### config.mk
export PLATFORM = sky130hd
export DESIGN_NAME = ctm_timer
export DESIGN_NICKNAME = d
export VERILOG_FILES = /design/src/rtl/ctm_pkg.sv /design/src/rtl/ctm_timer.sv
export SDC_FILE = /design/constraint.sdc
export NUM_CORES = 1
export LEC_CHECK = 0
export ABC_AREA = 0
export BUFFER_PORTS_ARGS = -buffer_cell sky130_fd_sc_hd__buf_4
export CAP_MARGIN = 30
export CORE_ASPECT_RATIO = 1.75
export CORE_MARGIN = 4
export CORE_UTILIZATION = 50
export CTS_BUF_LIST = sky130_fd_sc_hd__clkbuf_8
export DETAILED_ROUTE_END_ITERATION = 7
export PLACE_DENSITY = 0.76
export SYNTH_ARGS = -nofsm -noshare
export SYNTH_HDL_FRONTEND = slang
export SYNTH_SLANG_ARGS = --single-unit
### constraint.sdc
create_clock -name pclk -period 3.7 [get_ports pclk]
set_clock_uncertainty 0.05 [all_clocks]
set_input_delay 0.37 -clock pclk [delete_from_list [all_inputs] [get_ports pclk]]
set_output_delay 0.37 -clock pclk [all_outputs]
set_load 0.01 [all_outputs]
### src/rtl/ctm_pkg.sv
// package for the compact timer control block
package ctm_pkg;
  // ---------------------------------------------------------------
  // register map (byte addresses, one word each)
  // ---------------------------------------------------------------
  localparam logic [11:0] CTM_ADDR_AL = 12'h000;
  localparam logic [11:0] CTM_ADDR_AH = 12'h004;
  localparam logic [11:0] CTM_ADDR_C0 = 12'h008;
  localparam logic [11:0] CTM_ADDR_C1 = 12'h00C;
  localparam logic [11:0] CTM_ADDR_CNT = 12'h010;
  localparam logic [11:0] CTM_ADDR_STAT = 12'h014;
  localparam logic [7:0] CTM_RST_BYTE = 8'h00;
  localparam int CTM_CNT_W = 10;
  // ---------------------------------------------------------------
  // field codes
  // ---------------------------------------------------------------
  localparam logic [2:0] CTM_CK_SYS4 = 3'h0;
  localparam logic [2:0] CTM_CK_SYS = 3'h1;
  localparam logic [2:0] CTM_CK_H16 = 3'h2;
  localparam logic [2:0] CTM_CK_H64 = 3'h3;
  localparam logic [2:0] CTM_CK_TBC = 3'h4;
  localparam logic [2:0] CTM_CK_RSV = 3'h5;
  localparam logic [2:0] CTM_CK_EXTR = 3'h6;
  localparam logic [2:0] CTM_CK_EXTF = 3'h7;
  localparam logic [1:0] CTM_MODE_CMP = 2'h0;
  localparam logic [1:0] CTM_MODE_PWM = 2'h2;
  localparam logic [1:0] CTM_MODE_TMR = 2'h3;
  localparam logic [1:0] CTM_IO_NONE = 2'h0;
  localparam logic [1:0] CTM_IO_LOW = 2'h1;
  localparam logic [1:0] CTM_IO_HIGH = 2'h2;
  localparam logic [1:0] CTM_IO_TOG = 2'h3;
  localparam logic [2:0] CTM_DIV4_M = 3'h3;
  localparam logic [5:0] CTM_DIV16_M = 6'h0F;
  localparam logic [5:0] CTM_DIV64_M = 6'h3F;
  // ---------------------------------------------------------------
  // control register layouts
  // ---------------------------------------------------------------
  typedef struct packed {
    logic pause_control;
    logic [2:0] clock_select;
    logic timer_on;
    logic [2:0] period_code;
  } ctm_c0_t;
  typedef struct packed {
    logic [1:0] op_mode_select;
    logic [1:0] pin_action;
    logic output_initial_level;
    logic output_invert;
    logic period_duty_swap;
    logic clear_select;
  } ctm_c1_t;
  typedef struct packed {
    logic pin0;
    logic pin1;
  } ctm_pin_en_t;
  typedef enum logic [2:0] {
    CTM_ST_OFF = 3'b001,
    CTM_ST_RUN = 3'b010,
    CTM_ST_HOLD = 3'b100
  } ctm_state_t;
endpackage

### src/rtl/ctm_timer.sv
// compact 10-bit timer: control, comparators, output pins, apb slave
//
// Decided for this implementation: the APB register port and the register addresses.
`timescale 1ns/1ps
module ctm_timer
  import ctm_pkg::*;
#(
  parameter int CNT_W = CTM_CNT_W
) (
  input wire logic pclk,
  input wire logic presetn,
  input wire logic psel,
  input wire logic penable,
  input wire logic pwrite,
  input wire logic [11:0] paddr,
  input wire logic [31:0] pwdata,
  output logic [31:0] prdata,
  output logic pready,
  output logic pslverr,
  input wire logic high_clock_tick,
  input wire logic time_base_tick,
  input wire logic external_count_pin,
  input wire ctm_pkg::ctm_pin_en_t pin_enable,
  output logic timer_output_pin_0,
  output logic timer_output_pin_1,
  output logic match_a_flag,
  output logic match_p_flag
);
  import ctm_pkg::*;

  // ---------------------------------------------------------------
  // apb decode
  // ---------------------------------------------------------------
  logic [7:0] a_low;
  logic [1:0] a_high;
  logic [7:0] low_buf;
  ctm_c0_t c0;
  ctm_c1_t c1;
  logic [CNT_W-1:0] count;
  logic out_level;
  ctm_state_t state;
  logic acc, wr, rd, hit;
  assign acc = psel & penable;
  assign wr = acc & pwrite;
  assign rd = acc & ~pwrite;
  assign hit = (paddr == CTM_ADDR_AL) | (paddr == CTM_ADDR_AH) | (paddr == CTM_ADDR_C0)
             | (paddr == CTM_ADDR_C1) | (paddr == CTM_ADDR_CNT) | (paddr == CTM_ADDR_STAT);
  // zero wait states; unmapped addresses answer with an error
  assign pready = 1'b1;
  assign pslverr = acc & ~hit;
  // low byte reads come from the buffer, not the live value
  assign prdata = (paddr == CTM_ADDR_AL) ? {24'h000000, low_buf} :
                  (paddr == CTM_ADDR_AH) ? {30'h00000000, a_high} :
                  (paddr == CTM_ADDR_C0) ? {24'h000000, c0} :
                  (paddr == CTM_ADDR_C1) ? {24'h000000, c1} :
                  (paddr == CTM_ADDR_CNT) ? {{(32-CNT_W){1'b0}}, count} :
                  (paddr == CTM_ADDR_STAT) ? {29'h00000000, out_level, match_p_flag,
                                              match_a_flag} : 32'h00000000;

  // ---------------------------------------------------------------
  // register writes
  // ---------------------------------------------------------------
  logic [CNT_W-1:0] match_a_value;
  assign match_a_value = CNT_W'({a_high, a_low});
  always_ff @(posedge pclk or negedge presetn) begin
    if (!presetn) begin
      low_buf <= CTM_RST_BYTE;
      a_low <= CTM_RST_BYTE;
      a_high <= 2'h0;
    end else if (wr && paddr == CTM_ADDR_AL) begin
      low_buf <= pwdata[7:0];
    end else if (wr && paddr == CTM_ADDR_AH) begin
      a_high <= pwdata[1:0];
      a_low <= low_buf;
    end else if (rd && paddr == CTM_ADDR_AH) begin
      low_buf <= a_low;
    end
  end

  // control registers
  always_ff @(posedge pclk or negedge presetn) begin
    if (!presetn) begin
      c0 <= ctm_c0_t'(CTM_RST_BYTE);
      c1 <= ctm_c1_t'(CTM_RST_BYTE);
    end else begin
      if (wr && paddr == CTM_ADDR_C0) c0 <= ctm_c0_t'(pwdata[7:0]);
      if (wr && paddr == CTM_ADDR_C1) c1 <= ctm_c1_t'(pwdata[7:0]);
    end
  end

  // ---------------------------------------------------------------
  // clock source selection
  // ---------------------------------------------------------------
  logic [2:0] div4;
  logic [5:0] div_h;
  logic ext_s1, ext_s2, ext_prev;
  always_ff @(posedge pclk or negedge presetn) begin
    if (!presetn) begin
      div4 <= 3'h0;
      div_h <= 6'h00;
      ext_s1 <= 1'b0;
      ext_s2 <= 1'b0;
      ext_prev <= 1'b0;
    end else begin
      div4 <= (div4 == CTM_DIV4_M) ? 3'h0 : div4 + 3'h1;
      if (high_clock_tick) div_h <= div_h + 6'h01;
      ext_s1 <= external_count_pin;
      ext_s2 <= ext_s1;
      ext_prev <= ext_s2;
    end
  end
  logic ext_rise, ext_fall, tick;
  assign ext_rise = ext_s2 & ~ext_prev;
  assign ext_fall = ~ext_s2 & ext_prev;
  assign tick = (c0.clock_select == CTM_CK_SYS4) ? (div4 == CTM_DIV4_M) :
                (c0.clock_select == CTM_CK_SYS) ? 1'b1 :
                (c0.clock_select == CTM_CK_H16) ?
                  (high_clock_tick && (div_h[3:0] == CTM_DIV16_M[3:0])) :
                (c0.clock_select == CTM_CK_H64) ?
                  (high_clock_tick && (div_h == CTM_DIV64_M)) :
                (c0.clock_select == CTM_CK_TBC) ? time_base_tick :
                (c0.clock_select == CTM_CK_EXTR) ? ext_rise :
                (c0.clock_select == CTM_CK_EXTF) ? ext_fall : 1'b0;

  // ---------------------------------------------------------------
  // run state: off, running, paused
  // ---------------------------------------------------------------
  logic on_d, on_rise;
  always_ff @(posedge pclk or negedge presetn) begin
    if (!presetn) on_d <= 1'b0;
    else on_d <= c0.timer_on;
  end
  assign on_rise = c0.timer_on & ~on_d;
  ctm_state_t next_state;
  always_comb begin
    case (state)
      CTM_ST_OFF: next_state = c0.timer_on ? (c0.pause_control ? CTM_ST_HOLD : CTM_ST_RUN)
                                           : CTM_ST_OFF;
      CTM_ST_RUN: next_state = !c0.timer_on ? CTM_ST_OFF :
                               c0.pause_control ? CTM_ST_HOLD : CTM_ST_RUN;
      CTM_ST_HOLD: next_state = !c0.timer_on ? CTM_ST_OFF :
                                c0.pause_control ? CTM_ST_HOLD : CTM_ST_RUN;
      default: next_state = CTM_ST_OFF;
    endcase
  end
  always_ff @(posedge pclk or negedge presetn) begin
    if (!presetn) state <= CTM_ST_OFF;
    else state <= next_state;
  end

  // ---------------------------------------------------------------
  // comparators and counter
  // ---------------------------------------------------------------
  logic is_pwm, is_cmp, counting, cmp_a, cmp_p, ovf, clr_a, clr_p;
  assign is_pwm = (c1.op_mode_select == CTM_MODE_PWM);
  assign is_cmp = (c1.op_mode_select == CTM_MODE_CMP);
  assign counting = (state == CTM_ST_RUN) & c0.timer_on & ~c0.pause_control & tick;
  // coarse compare on top three bits at bit-7 boundary
  assign cmp_p = counting && (c0.period_code != 3'h0) && (count[6:0] == 7'h7F)
                 && (count[CNT_W-1:CNT_W-3] == c0.period_code - 3'h1);
  // full-width compare, a would-be next count hit
  assign cmp_a = counting && (match_a_value != '0)
                 && (count + CNT_W'(1) == match_a_value);
  assign ovf = counting && (count == {CNT_W{1'b1}});
  // pwm period source picked by swap bit
  // clear source chosen by clear select
  assign clr_a = is_pwm ? c1.period_duty_swap : c1.clear_select;
  assign clr_p = is_pwm ? ~c1.period_duty_swap : ~c1.clear_select;
  logic wrap;
  assign wrap = (clr_a & cmp_a) | (clr_p & cmp_p) | ovf;
  always_ff @(posedge pclk or negedge presetn) begin
    if (!presetn) count <= '0;
    else if (on_rise) count <= '0;
    else if (wrap) count <= '0;
    else if (counting) count <= count + CNT_W'(1);
  end

  // sticky match flags, set wins over software clear
  logic clr_fa, clr_fp;
  assign clr_fa = wr && (paddr == CTM_ADDR_STAT) && pwdata[0];
  assign clr_fp = wr && (paddr == CTM_ADDR_STAT) && pwdata[1];
  logic set_fa, set_fp;
  assign set_fa = cmp_a;
  assign set_fp = cmp_p & (is_pwm | ~c1.clear_select);
  always_ff @(posedge pclk or negedge presetn) begin
    if (!presetn) begin
      match_a_flag <= 1'b0;
      match_p_flag <= 1'b0;
    end else begin
      match_a_flag <= set_fa | (match_a_flag & ~clr_fa);
      match_p_flag <= set_fp | (match_p_flag & ~clr_fp);
    end
  end

  // ---------------------------------------------------------------
  // output waveform
  // ---------------------------------------------------------------
  // period boundary and duty threshold in counter units
  logic [CNT_W:0] per_p, duty_v, per_v;
  logic pwm_act;
  assign per_p = (c0.period_code == 3'h0) ? (CNT_W+1)'(1) << CNT_W
                 : (CNT_W+1)'({c0.period_code, 7'h00});
  assign per_v = c1.period_duty_swap ? (CNT_W+1)'(match_a_value) : per_p;
  assign duty_v = c1.period_duty_swap ? per_p : (CNT_W+1)'(match_a_value);
  // duty at or above period stays active
  assign pwm_act = (duty_v >= per_v) || ((CNT_W+1)'(count) < duty_v);
  // same level as initial is a no-op by construction of hold
  logic next_level;
  always_comb begin
    next_level = out_level;
    case (c1.pin_action)
      CTM_IO_LOW: next_level = 1'b0;
      CTM_IO_HIGH: next_level = 1'b1;
      CTM_IO_TOG: next_level = ~out_level;
      default: next_level = out_level;
    endcase
  end
  always_ff @(posedge pclk or negedge presetn) begin
    if (!presetn) out_level <= 1'b0;
    else if (is_cmp && on_rise) out_level <= c1.output_initial_level;
    else if (is_cmp && cmp_a) out_level <= next_level;
  end
  // pwm pin behaviour; active level polarity
  logic pwm_pin, raw_out, next_pin;
  assign pwm_pin = (c1.pin_action == CTM_IO_NONE) ? ~c1.output_initial_level :
                   (c1.pin_action == CTM_IO_LOW) ? c1.output_initial_level :
                   (c1.pin_action == CTM_IO_HIGH) ? (pwm_act ~^ c1.output_initial_level)
                   : ~c1.output_initial_level;
  // mode steers pin source; timer and undefined drive low
  assign raw_out = is_cmp ? out_level : is_pwm ? pwm_pin : 1'b0;
  // invert stage, skipped in timer mode
  assign next_pin = (is_cmp | is_pwm) ? (raw_out ^ c1.output_invert) : 1'b0;
  // pin enables come from outside pin-share control
  always_ff @(posedge pclk or negedge presetn) begin
    if (!presetn) begin
      timer_output_pin_0 <= 1'b0;
      timer_output_pin_1 <= 1'b0;
    end else begin
      timer_output_pin_0 <= pin_enable.pin0 & next_pin;
      timer_output_pin_1 <= pin_enable.pin1 & next_pin;
    end
  end
endmodule // ctm_timer

==> qor.txt <==
Run status: complete, no violations
Worst slack, placed: 0.548 ns
Crit path cell chain: inv_1, ha_1, nand2b_1, nand3_1, a21boi_0, inv_1, ha_1, and2_1, o311ai_0, o311ai_0, a31oi_1, nor2_1, a211oi_1, mux2i_1
I/O pin count: 92
Grt ovf: 0
Met2 Usage GRT: 39.6%
Synth Instances: 474
Top_reg_cell synth: dfrtp_1
Inserted Diodes: 0
Clk pwr share: 38.8%
Post-synth EDFFs: 0
Hold Fails Final Rpt: 0
Starting Density: 51.4%
Average wire per standard cell: 17.0 µm
RSZ-0062 raised after global routing: false
Crit start category: register
GRT Overall Usage: 22.6%
Fmax: 312 MHz
Final nets: 587
Min cycle time layout: 3.20 ns
CTS sink cnt: 65
P_leak: 2.17 nW
Initial antenna violation count: 0
Routability cong.: 0.919
Root Driver: clkbuf_8
Worst-skew pair later-pin latency: 0.35 ns
Mapped cell area: 0.00430 mm²
Vias in the first global route: 3620
Power Dens Cells: 313 mW/mm²
DIE AREA: 0.0102 mm²
CTS tree: built
Synth Area per Inst: 9.07 µm²
Vias: 3680
Crit share post-route: 86.5%
Hold WC Path Type: input port to asynchronous set/reset pin
Yosys cell types: 56
Slew Viols, Final: 0
Antenna Nets Post-Route: 0
Kind of end point of the critical path: register
Comb pwr share: 9.6%
Post-CTS Setup Inserts: 0
Tightest Pin Transition: 0.887 ns
Clk buf depth: 2
Filler cell count: 774
Synth Register Bits: 65
Post-cts hold buffer count: 0
Fin Setup TNS: 0 ns
Clock transition at path regs: 0.07 ns
Layout cell share with drive strength beyond 1: 18.3%
Asr flop ratio synth: 100%
Critical Path AT: 3.43 ns
GR Util met3: 5.01%
Placeable Area: 0.00837 mm²
VDD IR max: 0.332 mV
Layout area overhead: 12.3%
Sequential area share after synthesis: 37.9%
Drc violations: 0
Critical path's slowest cell: dfrtp_1
Drt pass-1 iters: 5
Fin cells: 634
First-pass GRT wire length: 17700 µm
Post_cts resized: 0
Synth warnings: 0
Num CTS Buffers: 9
Count of final setup violators: 0
# H-tree levels: 3
Crit. path cell count: 14
Slew headroom: 40.6%
GR Util met1: 24.0%
Vias/cell: 5.80
Number of DRC markers in iteration 0: 220
Most Used Layer, Global Route: met2
CP delay by family, top: compound AO/OA/AOI/OAI gates
Critical path buffer and inverter count: 2
Vert. Die Dim: 131 µm
Port bufs: 44
Placed Cells: 618
Largest net degree at the start of global routing: 66
Crit Path Max Fanout: 5
FF-to-FF path depth: 14
DRT Wirelength: 10800 µm
Power Total: 0.00151 W
Die W: 78.1 µm
Cell row count: 44
Switching Share: 26.0%
DP HPWL: 8280 µm
Critical path required time: 3.93 ns
Switching power: 0.000394 W
P_int: 0.00112 W
Max_cap viols: 0
Slowest stage delay, CP: 0.44 ns
Crit Path Class: register to register
Reg power frac: 51.6%
Worst Setup Slack, final: 0.499 ns
Final core occ: 57.7%
==> cells in the mapped netlist (all sizes together), types with 3 or more instances <==
cell type   n  area share (%)
o211ai      5            0.87
buf        33             5.2
nand3b      5            0.87
xnor2      15             3.1
and2        6            0.87
nor2       46             4.0
nor2b       9             1.3
a211oi      5            0.87
nor3       14             2.1
ha         19             5.5
inv        18             1.6
nand2b      7             1.0
mux2i      16             3.7
a31oi       3            0.44
o21ai      26             3.0
mux2       20             5.2
xor2       17             3.5
a21oi      26             3.0
nand2      43             3.8
nand4       9             1.3
nor4        4            0.58
o311ai      3            0.61
dfrtp      64              37
nand3      18             2.4
clkbuf      9            0.79
==> cell families (layout without fill, tap and decap cells) <==
| kind of cell | Yosys count | after routing | share of synthesized area [%] |
|---|---|---|---|
| and+or+nand+nor | 173 | 173 | 20.7 |
| AOI/OAI and AO/OA | 86 | 86 | 12.6 |
| DFF | 65 | 65 | 37.9 |
| buffers and inverters | 61 | 85 | 7.62 |
| muxes | 36 | 36 | 8.96 |
| xor gates and xnor gates | 32 | 32 | 6.52 |
| adders and majority gates | 19 | 19 | 5.53 |
| other | 2 | 23 | 0.175 |
==> stage by stage <==
stage,hold slack [ns],instance area [µm²]
floorplan,0.0244,4380
global placement,0.287,4640
detailed placement,0.290,4640
CTS,0.0626,4830
global route,0.0615,4830
finish,0.0492,4830
==> routing by layer <==
| layer | up-vias | part of all wire [%] | wire, µm |
|---|---|---|---|
| li1 | 1695 | - | - |
| met1 | 1776 | 36 | 3880 |
| met2 | 163 | 52 | 5570 |
| met3 | 46 | 6.2 | 670 |
| met4 | 0 | 6.1 | 660 |
| met5 | - | 0 | 0 |
==> worst paths after layout <==
path,start,endpoint,slack [ns]
max,c0[0],timer_output_pin_1,0.50
min,presetn,state[1],0.05
max reg2reg,c0[0],timer_output_pin_1,0.50
min reg2reg,ext_s1,ext_s2,0.30
max in group asynchronous,presetn,c1[0],3.00
min in group pclk,external_count_pin,ext_s1,0.08
==> cells in the final DEF, fill, tap and decap left out, types with 11 or more instances in the layout <==
cell      n
o21ai_0  26
nand3_1  17
nand2_1  42
mux2i_1  16
conb_1   23
nor2_1   46
xnor2_1  15
xor2_1   17
nor3_1   11
dfrtp_1  64
ha_1     19
mux2_2   20
buf_4    50
inv_1    20
a21oi_1  26
==> flip-flops by register name, summed over array words and instances (netlist names), 2 cells and up <==
name	count
c1	8
state	3
div_h	6
a_high	2
c0	8
div4	3
a_low	8
count	10
low_buf	8
==> area by class of cell <==
cell class | instances | area [µm²] | share of cell area [%]
Clock buffer | 9 | 124 | 2.56
Inverter | 19 | 71.3 | 1.48
Sequential cell | 65 | 1630 | 33.7
Clock inverter | 7 | 63.8 | 1.32
Timing Repair Buffer | 50 | 375 | 7.77
Multi-Input combinational cell | 369 | 2420 | 50.2
Tap cell | 115 | 144 | 2.98
==> power by group through the flow <==
stage | Clock, W | Sequential [W] | Combinational [W]
global route | 0.000630 | 0.000784 | 0.000163
floorplan | 0 | 0.000788 | 0.0000997
CTS | 0.000602 | 0.000781 | 0.000147
detailed placement | 0 | 0.000794 | 0.000146
finish | 0.000588 | 0.000781 | 0.000145
global placement | 0 | 0.000792 | 0.000140
No activity file was read; power rests on OpenSTA's default activity.
